File: src/hdl/sleep_pkg.sv
// Constants, field layouts and carrier types for the sleep controller.
// Assumes one clock (clk, 125 MHz) and an active-low asynchronous reset.
// Operation
// - Pin change wakes idle/standby; power-down or stopped clock needs async pins.
// - Bus address match and logic interrupts wake unless power-down with leakage reduce.
// - In power-down, lookup table wakes only with filter and edge detect zero.
// - Power-down keeps only periodic timer wake; standby clock wake needs run-in-standby.
// - In standby a peripheral runs and wakes only with its run-in-standby bit.
// - Wake latency is six cycles plus oscillator and regulator start-up if stopped.
// - Idle keeps main clock running; wake takes only six cycles.
// - Standby keeps clock only if needed; deep wake adds oscillator and regulator start-up.
// - Power-down runs only the low-frequency oscillator when detector, watchdog or timer use it.
// - Brown-out fuse value 0x3 holds execution until the detector reports ready.
// - Debug break while asleep wakes the device without pending interrupts.
// - Run-time debugging without break leaves behaviour unchanged.
// - Protected regulator write without timely unlock is ignored.
// - Sleep mode field: idle 0x0, standby 0x1, power-down 0x2, others reserved.
// - Sleep instruction enters sleep only when the sleep enable bit is one.
// - Regulator mode field: automatic 0x0, full drive 0x1, others reserved.
package sleep_pkg;
  localparam logic [0:0] ADDR_SLEEP_CONTROL     = 1'h0;
  localparam logic [0:0] ADDR_REGULATOR_CONTROL = 1'h1;
  localparam int         SLEEP_ENABLE_BIT       = 0;
  localparam int         SLEEP_MODE_LSB         = 1;
  localparam int         POWER_MODE_LSB         = 0;
  localparam int         LEAK_REDUCE_BIT        = 4;
  localparam logic [7:0] SLEEP_CONTROL_MASK     = 8'h0f;
  localparam logic [7:0] REGULATOR_MASK         = 8'h17;
  localparam logic [7:0] RESET_BYTE             = 8'h00;
  localparam logic [2:0] MODE_IDLE              = 3'h0;
  localparam logic [2:0] MODE_STANDBY           = 3'h1;
  localparam logic [2:0] MODE_POWER_DOWN        = 3'h2;
  localparam logic [2:0] DRIVE_AUTO             = 3'h0;
  localparam logic [2:0] DRIVE_FULL             = 3'h1;
  localparam logic [1:0] BROWNOUT_WAIT_READY    = 2'h3;
  localparam logic [1:0] LUT_ASYNC_SETTING      = 2'h0;
  localparam int         BASE_LATENCY_CYCLES    = 6;
  localparam int         UNLOCK_WINDOW          = 4;
  localparam int         OSC_STARTUP_NS         = 1000;
  localparam int         REG_STARTUP_NS         = 2000;
  localparam int         CLK_PERIOD_NS          = 8;
  localparam int         OSC_STARTUP_CYCLES     = (OSC_STARTUP_NS + CLK_PERIOD_NS - 1) / CLK_PERIOD_NS;
  localparam int         REG_STARTUP_CYCLES     = (REG_STARTUP_NS + CLK_PERIOD_NS - 1) / CLK_PERIOD_NS;

  typedef enum logic [1:0] {
    ST_ACTIVE = 2'h0,
    ST_SLEEP  = 2'h1,
    ST_WAKE   = 2'h3,
    ST_HOLD   = 2'h2
  } sleep_state_t;

  typedef struct packed {
    logic       pinSync;
    logic       pinAsync;
    logic       brownoutMonitor;
    logic       rtcPeriodic;
    logic       rtcCompare;
    logic       busAddrMatch;
    logic       lutWake;
    logic       frameStart;
    logic       timerAnalog;
    logic       otherIrq;
  } wake_src_t;

  typedef struct packed {
    logic       rtcStandby;
    logic       lutStandby;
    logic       serialStandby;
    logic       timerStandby;
    logic       mainClkStandby;
  } standby_cfg_t;

  typedef struct packed {
    logic [1:0] lutFilterSelect;
    logic [1:0] lutEdgeDetect;
    logic [1:0] brownoutConfigFuse;
    logic       lowFreqUsers;
  } aux_cfg_t;

  typedef struct packed {
    logic       mainClkOn;
    logic       lowFreqOscOn;
    logic       regulatorFull;
    logic       leakReduce;
    logic       cpuHalted;
  } power_out_t;
endpackage : sleep_pkg

File: src/hdl/sync_bits.sv
// Two-flop synchroniser for a bundle of asynchronous level inputs.
// Assumes inputs are quasi-static relative to clk.
module sync_bits
  import sleep_pkg::*;
#(
  parameter int WIDTH = 1
) (
  input  wire logic             clk,
  input  wire logic             rst_b,
  input  wire logic [WIDTH-1:0] asyncIn,
  output      logic [WIDTH-1:0] syncOut
);
  logic [WIDTH-1:0] stage1_q;

  always_ff @(posedge clk or negedge rst_b) begin
    if (!rst_b) begin
      stage1_q <= '0;
      syncOut  <= '0;
    end else begin
      stage1_q <= asyncIn;
      syncOut  <= stage1_q;
    end
  end
endmodule : sync_bits

File: src/hdl/sleep_mode_controller.sv
// Sleep controller: mode registers, wake gating, wake latency, unlock.
// Assumes CPU drives the register port and sleep/key strobes on clk;
// wake sources and break arrive asynchronously and are synchronised here.
module sleep_mode_controller
  import sleep_pkg::*;
#(
  parameter int BASE_CYCLES = BASE_LATENCY_CYCLES,
  parameter int OSC_CYCLES  = OSC_STARTUP_CYCLES,
  parameter int REG_CYCLES  = REG_STARTUP_CYCLES
) (
  input  wire logic         clk,
  input  wire logic         rst_b,
  input  wire logic [0:0]   regAddr,
  input  wire logic [7:0]   regWdata,
  input  wire logic         regWrite,
  input  wire logic         regRead,
  output      logic [7:0]   regRdata,
  input  wire logic         sleepInstr,
  input  wire logic         keyWritten,
  input  wire logic         instrDone,
  input  wire logic         debugBreak,
  input  wire wake_src_t    wakeSrc,
  input  wire standby_cfg_t standbyCfg,
  input  wire aux_cfg_t     auxCfg,
  input  wire logic         brownoutReady,
  output      power_out_t   powerOut,
  output      logic         wakeEvent
);
  localparam int CW = 16;
  localparam int SW = $bits(wake_src_t) + 2;

  typedef struct packed {
    sleep_state_t state;
    logic [7:0]   sleepCtl;
    logic [7:0]   regCtl;
    logic [2:0]   unlockCnt;
    logic [CW-1:0] latency;
    logic [7:0]   rdata;
    power_out_t   pwr;
    logic         wake;
  } ctl_t;

  ctl_t      s_q;
  ctl_t      s_d;
  wake_src_t src;
  logic      brkSync;
  logic      readySync;

  sync_bits #(.WIDTH(SW)) u_sync (
    .clk     (clk),
    .rst_b   (rst_b),
    .asyncIn ({wakeSrc, debugBreak, brownoutReady}),
    .syncOut ({src, brkSync, readySync})
  );

  function automatic logic [2:0] field3(input logic [7:0] b, input int lsb);
    field3 = b[lsb+:3];
  endfunction : field3

  logic [2:0] mode;
  logic [2:0] driveMode;
  logic       leak;
  logic       allowed;
  logic       deepWake;
  logic       clkStopped;
  logic       modeValid;

  assign mode  = field3(s_q.sleepCtl, SLEEP_MODE_LSB);
  assign driveMode = field3(s_q.regCtl, POWER_MODE_LSB);
  // Leakage reduce only matters in power-down with automatic regulator
  assign leak  = s_q.regCtl[LEAK_REDUCE_BIT] && driveMode == DRIVE_AUTO;
  assign modeValid = mode == MODE_IDLE || mode == MODE_STANDBY || mode == MODE_POWER_DOWN;

  always_comb begin
    allowed    = 1'b0;
    clkStopped = 1'b0;
    deepWake   = 1'b0;
    case (mode)
      MODE_IDLE: begin
        allowed = |src;
      end
      MODE_STANDBY: begin
        clkStopped = !standbyCfg.mainClkStandby;
        deepWake   = clkStopped;
        allowed = src.pinAsync || (src.pinSync && !clkStopped) || src.brownoutMonitor
          || ((src.rtcPeriodic || src.rtcCompare) && standbyCfg.rtcStandby)
          || src.busAddrMatch
          || (src.lutWake && standbyCfg.lutStandby)
          || (src.frameStart && standbyCfg.serialStandby)
          || (src.timerAnalog && standbyCfg.timerStandby);
      end
      MODE_POWER_DOWN: begin
        clkStopped = 1'b1;
        deepWake   = 1'b1;
        allowed = src.pinAsync || src.brownoutMonitor
          || src.rtcPeriodic
          || (src.busAddrMatch && !leak)
          || (src.lutWake && !leak && auxCfg.lutFilterSelect == LUT_ASYNC_SETTING
              && auxCfg.lutEdgeDetect == LUT_ASYNC_SETTING);
      end
      default: begin
        allowed = 1'b0;
      end
    endcase
  end

  logic [CW-1:0] wakeCycles;
  assign wakeCycles = deepWake ? CW'(BASE_CYCLES + OSC_CYCLES + REG_CYCLES)
                               : CW'(BASE_CYCLES);

  always_comb begin
    s_d       = s_q;
    s_d.rdata = RESET_BYTE;
    s_d.wake  = 1'b0;
    if (regRead) begin
      s_d.rdata = (regAddr == ADDR_SLEEP_CONTROL) ? s_q.sleepCtl : s_q.regCtl;
    end
    if (s_q.unlockCnt != 3'h0 && instrDone) begin
      s_d.unlockCnt = s_q.unlockCnt - 3'h1;
    end
    if (keyWritten) begin
      s_d.unlockCnt = 3'(UNLOCK_WINDOW);
    end
    if (regWrite && regAddr == ADDR_SLEEP_CONTROL) begin
      s_d.sleepCtl = regWdata & SLEEP_CONTROL_MASK;
    end
    if (regWrite && regAddr == ADDR_REGULATOR_CONTROL && s_q.unlockCnt != 3'h0) begin
      s_d.regCtl    = regWdata & REGULATOR_MASK;
      s_d.unlockCnt = 3'h0;
    end
    case (s_q.state)
      ST_ACTIVE: begin
        if (sleepInstr && s_q.sleepCtl[SLEEP_ENABLE_BIT]
            && modeValid) begin
          s_d.state         = ST_SLEEP;
          s_d.pwr.cpuHalted = 1'b1;
        end
      end
      ST_SLEEP: begin
        if (allowed || brkSync) begin
          s_d.state   = ST_WAKE;
          s_d.latency = wakeCycles - CW'(1);
        end
      end
      ST_WAKE: begin
        if (s_q.latency != '0) begin
          s_d.latency = s_q.latency - CW'(1);
        end else begin
          s_d.state = ST_HOLD;
        end
      end
      ST_HOLD: begin
        if (auxCfg.brownoutConfigFuse != BROWNOUT_WAIT_READY || readySync) begin
          s_d.state         = ST_ACTIVE;
          s_d.pwr.cpuHalted = 1'b0;
          s_d.wake          = 1'b1;
        end
      end
      default: begin
        s_d.state = ST_ACTIVE;
      end
    endcase
    s_d.pwr.mainClkOn    = !(s_d.state == ST_SLEEP && clkStopped);
    s_d.pwr.lowFreqOscOn = !(s_d.state == ST_SLEEP && mode == MODE_POWER_DOWN)
                           || auxCfg.lowFreqUsers;
    s_d.pwr.regulatorFull = field3(s_d.regCtl, POWER_MODE_LSB) == DRIVE_FULL;
    s_d.pwr.leakReduce = s_d.state == ST_SLEEP && mode == MODE_POWER_DOWN && leak;
  end

  always_ff @(posedge clk or negedge rst_b) begin
    if (!rst_b) begin
      s_q <= '{state: ST_ACTIVE, sleepCtl: RESET_BYTE, regCtl: RESET_BYTE,
               unlockCnt: 3'h0, latency: '0, rdata: RESET_BYTE,
               pwr: '{mainClkOn: 1'b1, lowFreqOscOn: 1'b1, default: 1'b0},
               wake: 1'b0};
    end else begin
      s_q <= s_d;
    end
  end

  assign regRdata  = s_q.rdata;
  assign powerOut  = s_q.pwr;
  assign wakeEvent = s_q.wake;

  // Single-source patterns for gating checks
  localparam wake_src_t RTC_CMP_ONLY = '{rtcCompare: 1'b1, default: 1'b0};
  localparam wake_src_t OTHER_ONLY   = '{otherIrq: 1'b1, default: 1'b0};
endmodule : sleep_mode_controller

File: config.mk
export PLATFORM = sky130hd
export DESIGN_NAME = sleep_mode_controller
export DESIGN_NICKNAME = d
export VERILOG_FILES = /design/src/hdl/sleep_pkg.sv /design/src/hdl/sync_bits.sv /design/src/hdl/sleep_mode_controller.sv
export SDC_FILE = /design/constraint.sdc
export NUM_CORES = 1
export LEC_CHECK = 0
export ABC_AREA = 0
export BUFFER_PORTS_ARGS = -buffer_cell sky130_fd_sc_hd__buf_2
export CORE_MARGIN = 8
export CORE_UTILIZATION = 60
export CTS_CLUSTER_SIZE = 14
export DETAILED_ROUTE_END_ITERATION = 8
export PLACE_DENSITY = 0.94
export SETUP_SLACK_MARGIN = 0.2
export SLEW_MARGIN = 15
export SYNTH_ARGS = -nofsm -noshare
export SYNTH_HDL_FRONTEND = slang
export SYNTH_SLANG_ARGS = --single-unit
File: constraint.sdc
create_clock -name clk -period 7 [get_ports clk]
set_clock_uncertainty 0.2 [all_clocks]
set_input_delay 0.35 -clock clk [delete_from_list [all_inputs] [get_ports clk]]
set_output_delay 0.35 -clock clk [all_outputs]
set_load 0.005 [all_outputs]
* Word-level counts from Yosys, hierarchy flattened *
Index checks and enable logic that the tools add are counted.

cells by class
  $add $sub $neg = 3
  equal/unequal tests = 12
  multiplexer cells = 20
  bitwise operators = 1
  reduce and logical (&&, ||, !) cells = 53

operator list
  kind                     number
  $mux W16                 2
  $pmux W16 S2             1
  $logic_and A1 B1 Y1      19
  $logic_or A1 B1 Y1       17
  $reduce_bool A16 Y1      1
  $sub A16 B1 Y16 const B  1
  $mux W2                  5
  $mux W5                  2
  $ne A2 B2 Y1 const B     5
  $reduce_or A10 Y1        1
  $sub A9 B1 Y10 const B   1
  $mux W9                  1
  $pmux W2 S4              1
  $eq A3 B1 Y1 const B     2
  $logic_not A2 Y1         3
  $logic_not A3 Y1         2
  $mux W3                  2
  $mux W6                  1
  $reduce_and A3 Y1        2
  $reduce_bool A3 Y1       2
  $eq A2 B1 Y1 const B     2
  $eq A2 B2 Y1 const B     2
  $logic_not A1 Y1         4
  $pmux W1 S2              2
  other kinds (6)          8

word-level totals
  register bits after elaboration = 67
  output and inout port bits = 14

* Longest topological paths before layout *
  word-level depth = 16
  depth in mapped cells = 7
  depth with buffers taken out = 7

* By module *
A second synthesis with hierarchy kept.

second synthesis, totals
  cells, all modules = 256
  area total of the unflattened synthesis = 2788.9 um^2

modules (own cells, without submodules)
  module                 instances  cells each  area each (um^2)  sequential area each (um^2)
  sleep_mode_controller  1          232         2188.3            1003.5
  sync_bits              1          24          600.6             600.6

* Least setup slack after synthesis *
No wires, ideal clock.

  path type = reg2reg
  start point = register s_q[14] in the netlist's numbering
  end point = register s_q[28] in the netlist's numbering
  library setup time = 0.118 ns
  arrival time = 1.878 ns
  data required time = 6.682 ns
  path slack = 4.804 ns
  cell stages (with the launch flop) = 8
  period minus slack after synthesis = 2.196 ns
  cell sequence = dfrtp_1 -> inv_1 -> ha_1 -> nor3b_4 -> nand4_4 -> or3_1 -> a221o_1 -> a21o_1

on the way
  longest elaborated chain between the ends = 3
  elaborated cells on any way between the ends = 6
  classes of those cells = add/sub: 1; eq/ne: 1; mux: 2; reduce/logical: 2

RTL lines
  item                                                    line                                                        text
  start, declared                                         sleep_mode_controller.sv:43                                 ctl_t s_q;
  start signal, assigned                                  sleep_mode_controller.sv:172                                s_q <= '{state: ST_ACTIVE, sleepCtl: RESET_BYTE, regCtl: RESET_BYTE,
  $sub A16 B1 Y16 or $reduce_bool A16 Y1 (tied branches)  sleep_mode_controller.sv:147, sleep_mode_controller.sv:146
  $mux W16 or $ne A2 B2 Y1 (tied branches)                --
  $pmux W16 S2 or $reduce_and A3 Y1 (tied branches)       --

Parallel ways exist; a longest one is shown, timed or not. The select of a mux whose other input is x is not followed.
A chain may end at the register's enable or synchronous reset.

* Final worst setup path *
  start point = register s_q[14] in the netlist's numbering
  end point = register s_q[15] in the netlist's numbering

Same word-level chain as after synthesis.

==> run summary <==
The run finished with clean final reports. Power spread over the standard cell area amounts to 377 nW/um2. The number of antenna diodes in the final layout is 0. The Yosys warning count came out at 0. In this run the power spent charging and discharging nets is 502 uW.

The synthesized design spends more area on one cell type than any other, namely dfrtp_1. After synthesis, the largest area contributor takes up 50.9% of total cell area. The critical path is of the flip-flop to flip-flop type. On the critical path the largest part of the delay comes from compound AO/OA/AOI/OAI gates.

Measured along the y axis, the die boundary spans 87.3 um. The max-slew violation total from the final report is 0, and the required time of the critical path is 7.03 ns. By area the synthesized netlist is led by dfrtp_1 (51%), buf_4 (3.4%), nand2_1 (2.8%), nor2_1 (2.7%), dfstp_2 (1.7%). The final critical-path share of the clock period came out at 36.6%.

The run gives 64 as the number of sinks driven by the clock tree. The synthesized netlist devotes 19.2% of its cell area to simple gates. The adder and majority gate portion of the synthesized area came out at 1.23%. In this run the tool buffered the top-level ports with 47 buffer cells.

After filler insertion, the fill cell instance count of the layout stands at 338. The first TritonRoute pass finished after 5 iterations. The area growth from synthesis to layout is 18.3%. The internal portion of the total power is 857 uW. The number of buffers and inverters on the critical path is 1, and the minimum hold slack is 0.0504 ns.

Setup repair after global routing left no endpoint under its margin. The first global-routing pass estimated 11.8 mm of wire. The tools report the initial antenna violation count as 0. The total area inside the core boundary comes to 5010 um2. Clock-pin slew was measured on the worst setup and hold paths at 0.07 ns. The pin count of the biggest net entering global routing was 65; the count of pins on the block boundary was 54.

Detailed placement ended at an HPWL of 4.56 mm. The time the final worst path needs with I/O delays and setup works out to 2.56 ns. The final RePlAce weighted congestion was 0.816; the number of buffers inserted to repair setup after CTS was 0.

Counting distinct cell types in the post-synthesis netlist gives 67. The detailed router placed 2352 vias in this run. In the final timing run, aggregate negative setup slack is 0 ns.

The die covers 7620 um2. TritonCTS built the clock tree. The tools report the type of origin of the critical path as a flip-flop.

In the final layout, the share of cells above drive strength 1 is 28.6%. Traced cell by cell, the critical path runs through inv_1, ha_1, nor3b_4, nand4_4, o21ai_2, a21oi_4, mux2_4. Synthesis produced a netlist whose cell count is 271.

After detailed routing, the average wire length per cell comes to 17.8 um. The tools report the share of power burned in registers as 39.6%. The synthesized netlist devotes 17.0% of its cell area to compound gates. Counting along the longest clock path gives a buffer depth of 2.

The arrival time reported for the critical path endpoint was 2.59 ns; the count of final setup violators was 0. Once the floorplan was initialized, standard cells occupied 60.9% of the core. The synthesized netlist occupies a cell area of 3050 um2.

STA classifies the critical path endpoint as a flip-flop. After synthesis, the share of flip-flops with an asynchronous set or reset is 100%. The total number of placement rows is 26, and the total routed wirelength is 7.10 mm.

In this run the worst hold path is classified as input port to flip-flop. The clock tree synthesis step divided the H-tree into 3 levels. The share of synthesized area spent on multiplexers is 2.95%, and the number of clock buffers inserted by TritonCTS is 9. Worst-path cell with the longest stage delay: o21ai_2. Of all nets on the critical path, the largest fanout is 9. The run gives 2401 as the via count of the first global-routing pass.

Clock latency on the worst-skew pair, taken at its later pin, is 0.35 ns. The library cell used most frequently in the layout, excluding fill and tap cells, is dfrtp_1. The number of enable flip-flop cells after synthesis was 0; the overall die width was 87.3 um.

On the worst path, the slowest cell contributes a delay of 0.50 ns. The synthesized netlist devotes 0.287% of its cell area to XOR and XNOR gates. The overall fraction of global-route tracks in use came out at 20.6%. In the layout the commonest cells are dfrtp_1 (62), buf_2 (47), nand2_1 (23). The tools report the buffer cell driving the clock tree root as clkbuf_8. The worst pin sits at a relative slew slack of 48.0%. The transition time at the pin with the least slew margin works out to 0.779 ns. The mean area per synthesized cell is 11.3 um2.

The share of total power dissipated in the clock network is 26.6%. In this run, the number of DRC markers left after iteration 0 of detailed routing was 182. The number of synthesized register bits was 64; the fraction of power spent switching nets was 36.9%. The run gives 0.000238 V as the largest voltage drop on the vdd net.

After clock tree synthesis, the repair step resized 0 gates. The final layout contains 367 nets. For this run, the top clock speed supported by timing is 391 MHz. Dividing the detail-routed via count by the number of cells gives 5.89. For this design the static power due to leakage is 0.00168 uW. The total overflow left after global routing is 0. Combinational logic is responsible for 33.9% of the overall power.

Once detail routing completed, the nets flagged for antenna violations numbered 0. After synthesis, the largest family of logic cells by area is simple AND/OR/NAND/NOR gates. The count of final hold-check violations came out at 0. In the synthesized netlist the dominant register cell turns out to be dfrtp_1. In this run, post-CTS hold repair placed 14 buffers.

Max-cap violations in this run came to 0. For the DRC violation count after routing, the log shows 0. Portion of the post-synthesis area used by sequential elements: 52.6%.
==> tightest hold or removal path: cells and delay by family <==
family	cells	cell delay (ns)
AND/OR/NAND/NOR	2	0.12
buffers and inverters	1	0.09
==> power groups by stage <==
stage,combinational [uW],sequential (uW),clock [uW]
after floorplan,388,499,0
after global placement,420,534,0
after detailed placement,442,540,0
after CTS,455,535,363
after global routing,508,549,379
final,460,538,361
==> path summary, 6_finish.rpt <==
kind	from	endpoint	slack (ns)	depth (start not counted)
max	s_q[14]	s_q[15]	4.44	7
max in group asynchronous	rst_b	s_q[17]	5.58	3
min reg2reg	u_sync.stage1_q[1]	u_sync.syncOut[1]	0.15	0
min in group asynchronous	rst_b	s_q[32]	0.48	3
max reg2reg	s_q[14]	s_q[15]	4.44	7
min	regWdata[4]	s_q[37]	0.05	3
==> cell families (layout without fill, tap and decap cells) <==
kind of cell / Yosys count / count (layout)
fa+ha+maj: 3 / 3
xor+xnor: 1 / 1
buf+inv: 33 / 89
other cells: 1 / 3
simple gates: 98 / 98
flops: 64 / 64
mux: 8 / 8
compound gates: 63 / 63
==> per-layer routing <==
metal	up-vias	part of all wire [%]	global-route usage (%)
li1	1084	-	-
met1	1167	38	21.2
met2	88	53	35.9
met3	13	6.9	7.36
met4	0	2.3	10.3
met5	-	0	0
==> sequential cells by signal, indices dropped and copies added, names as in the netlist <==
register	flops
s_q	23
u_sync.syncOut	12
mode	3
powerOut	5
driveMode	3
regRdata	5
wakeEvent	1
u_sync.stage1_q	12
==> per-stage QoR <==
stage | utilization, % | worst slack (ns) | total power [uW] | area, um2 | instances
after floorplan | - | 4.80 | 887 | 3060 | 273
after global placement | 64.6 | 4.55 | 954 | 3240 | 369
after detailed placement | 64.6 | 4.51 | 983 | 3240 | 369
after CTS | 72.0 | 4.46 | 1350 | 3610 | 399
after global routing | 72.0 | 4.29 | 1440 | 3610 | 399
final | 72.0 | 4.44 | 1360 | 3610 | 399
==> area by class of cell <==
type | instances | area (um2) | area share, %
Clock buffer | 10 | 138 | 3.82
Clock inverter | 6 | 91.3 | 2.53
Multi-Input combinational cell | 176 | 1260 | 34.9
Sequential cell | 64 | 1600 | 44.5
Timing Repair Buffer | 63 | 390 | 10.8
Inverter | 10 | 37.5 | 1.04
Tap cell | 70 | 87.6 | 2.43
==> Yosys cell counts (all sizes together) (4+ instances only) <==
master and count:
a211o 5, a21oi 8, a22o 8, and2 4
buf 19, clkbuf 4, dfrtp 62, inv 10
mux2 5, nand2 23, nand2b 5, nor2 23
nor2b 4, nor3 7, nor4 6, o2111ai 5
o21ai 8, or3 4
(Power assumes the default switching activity.)
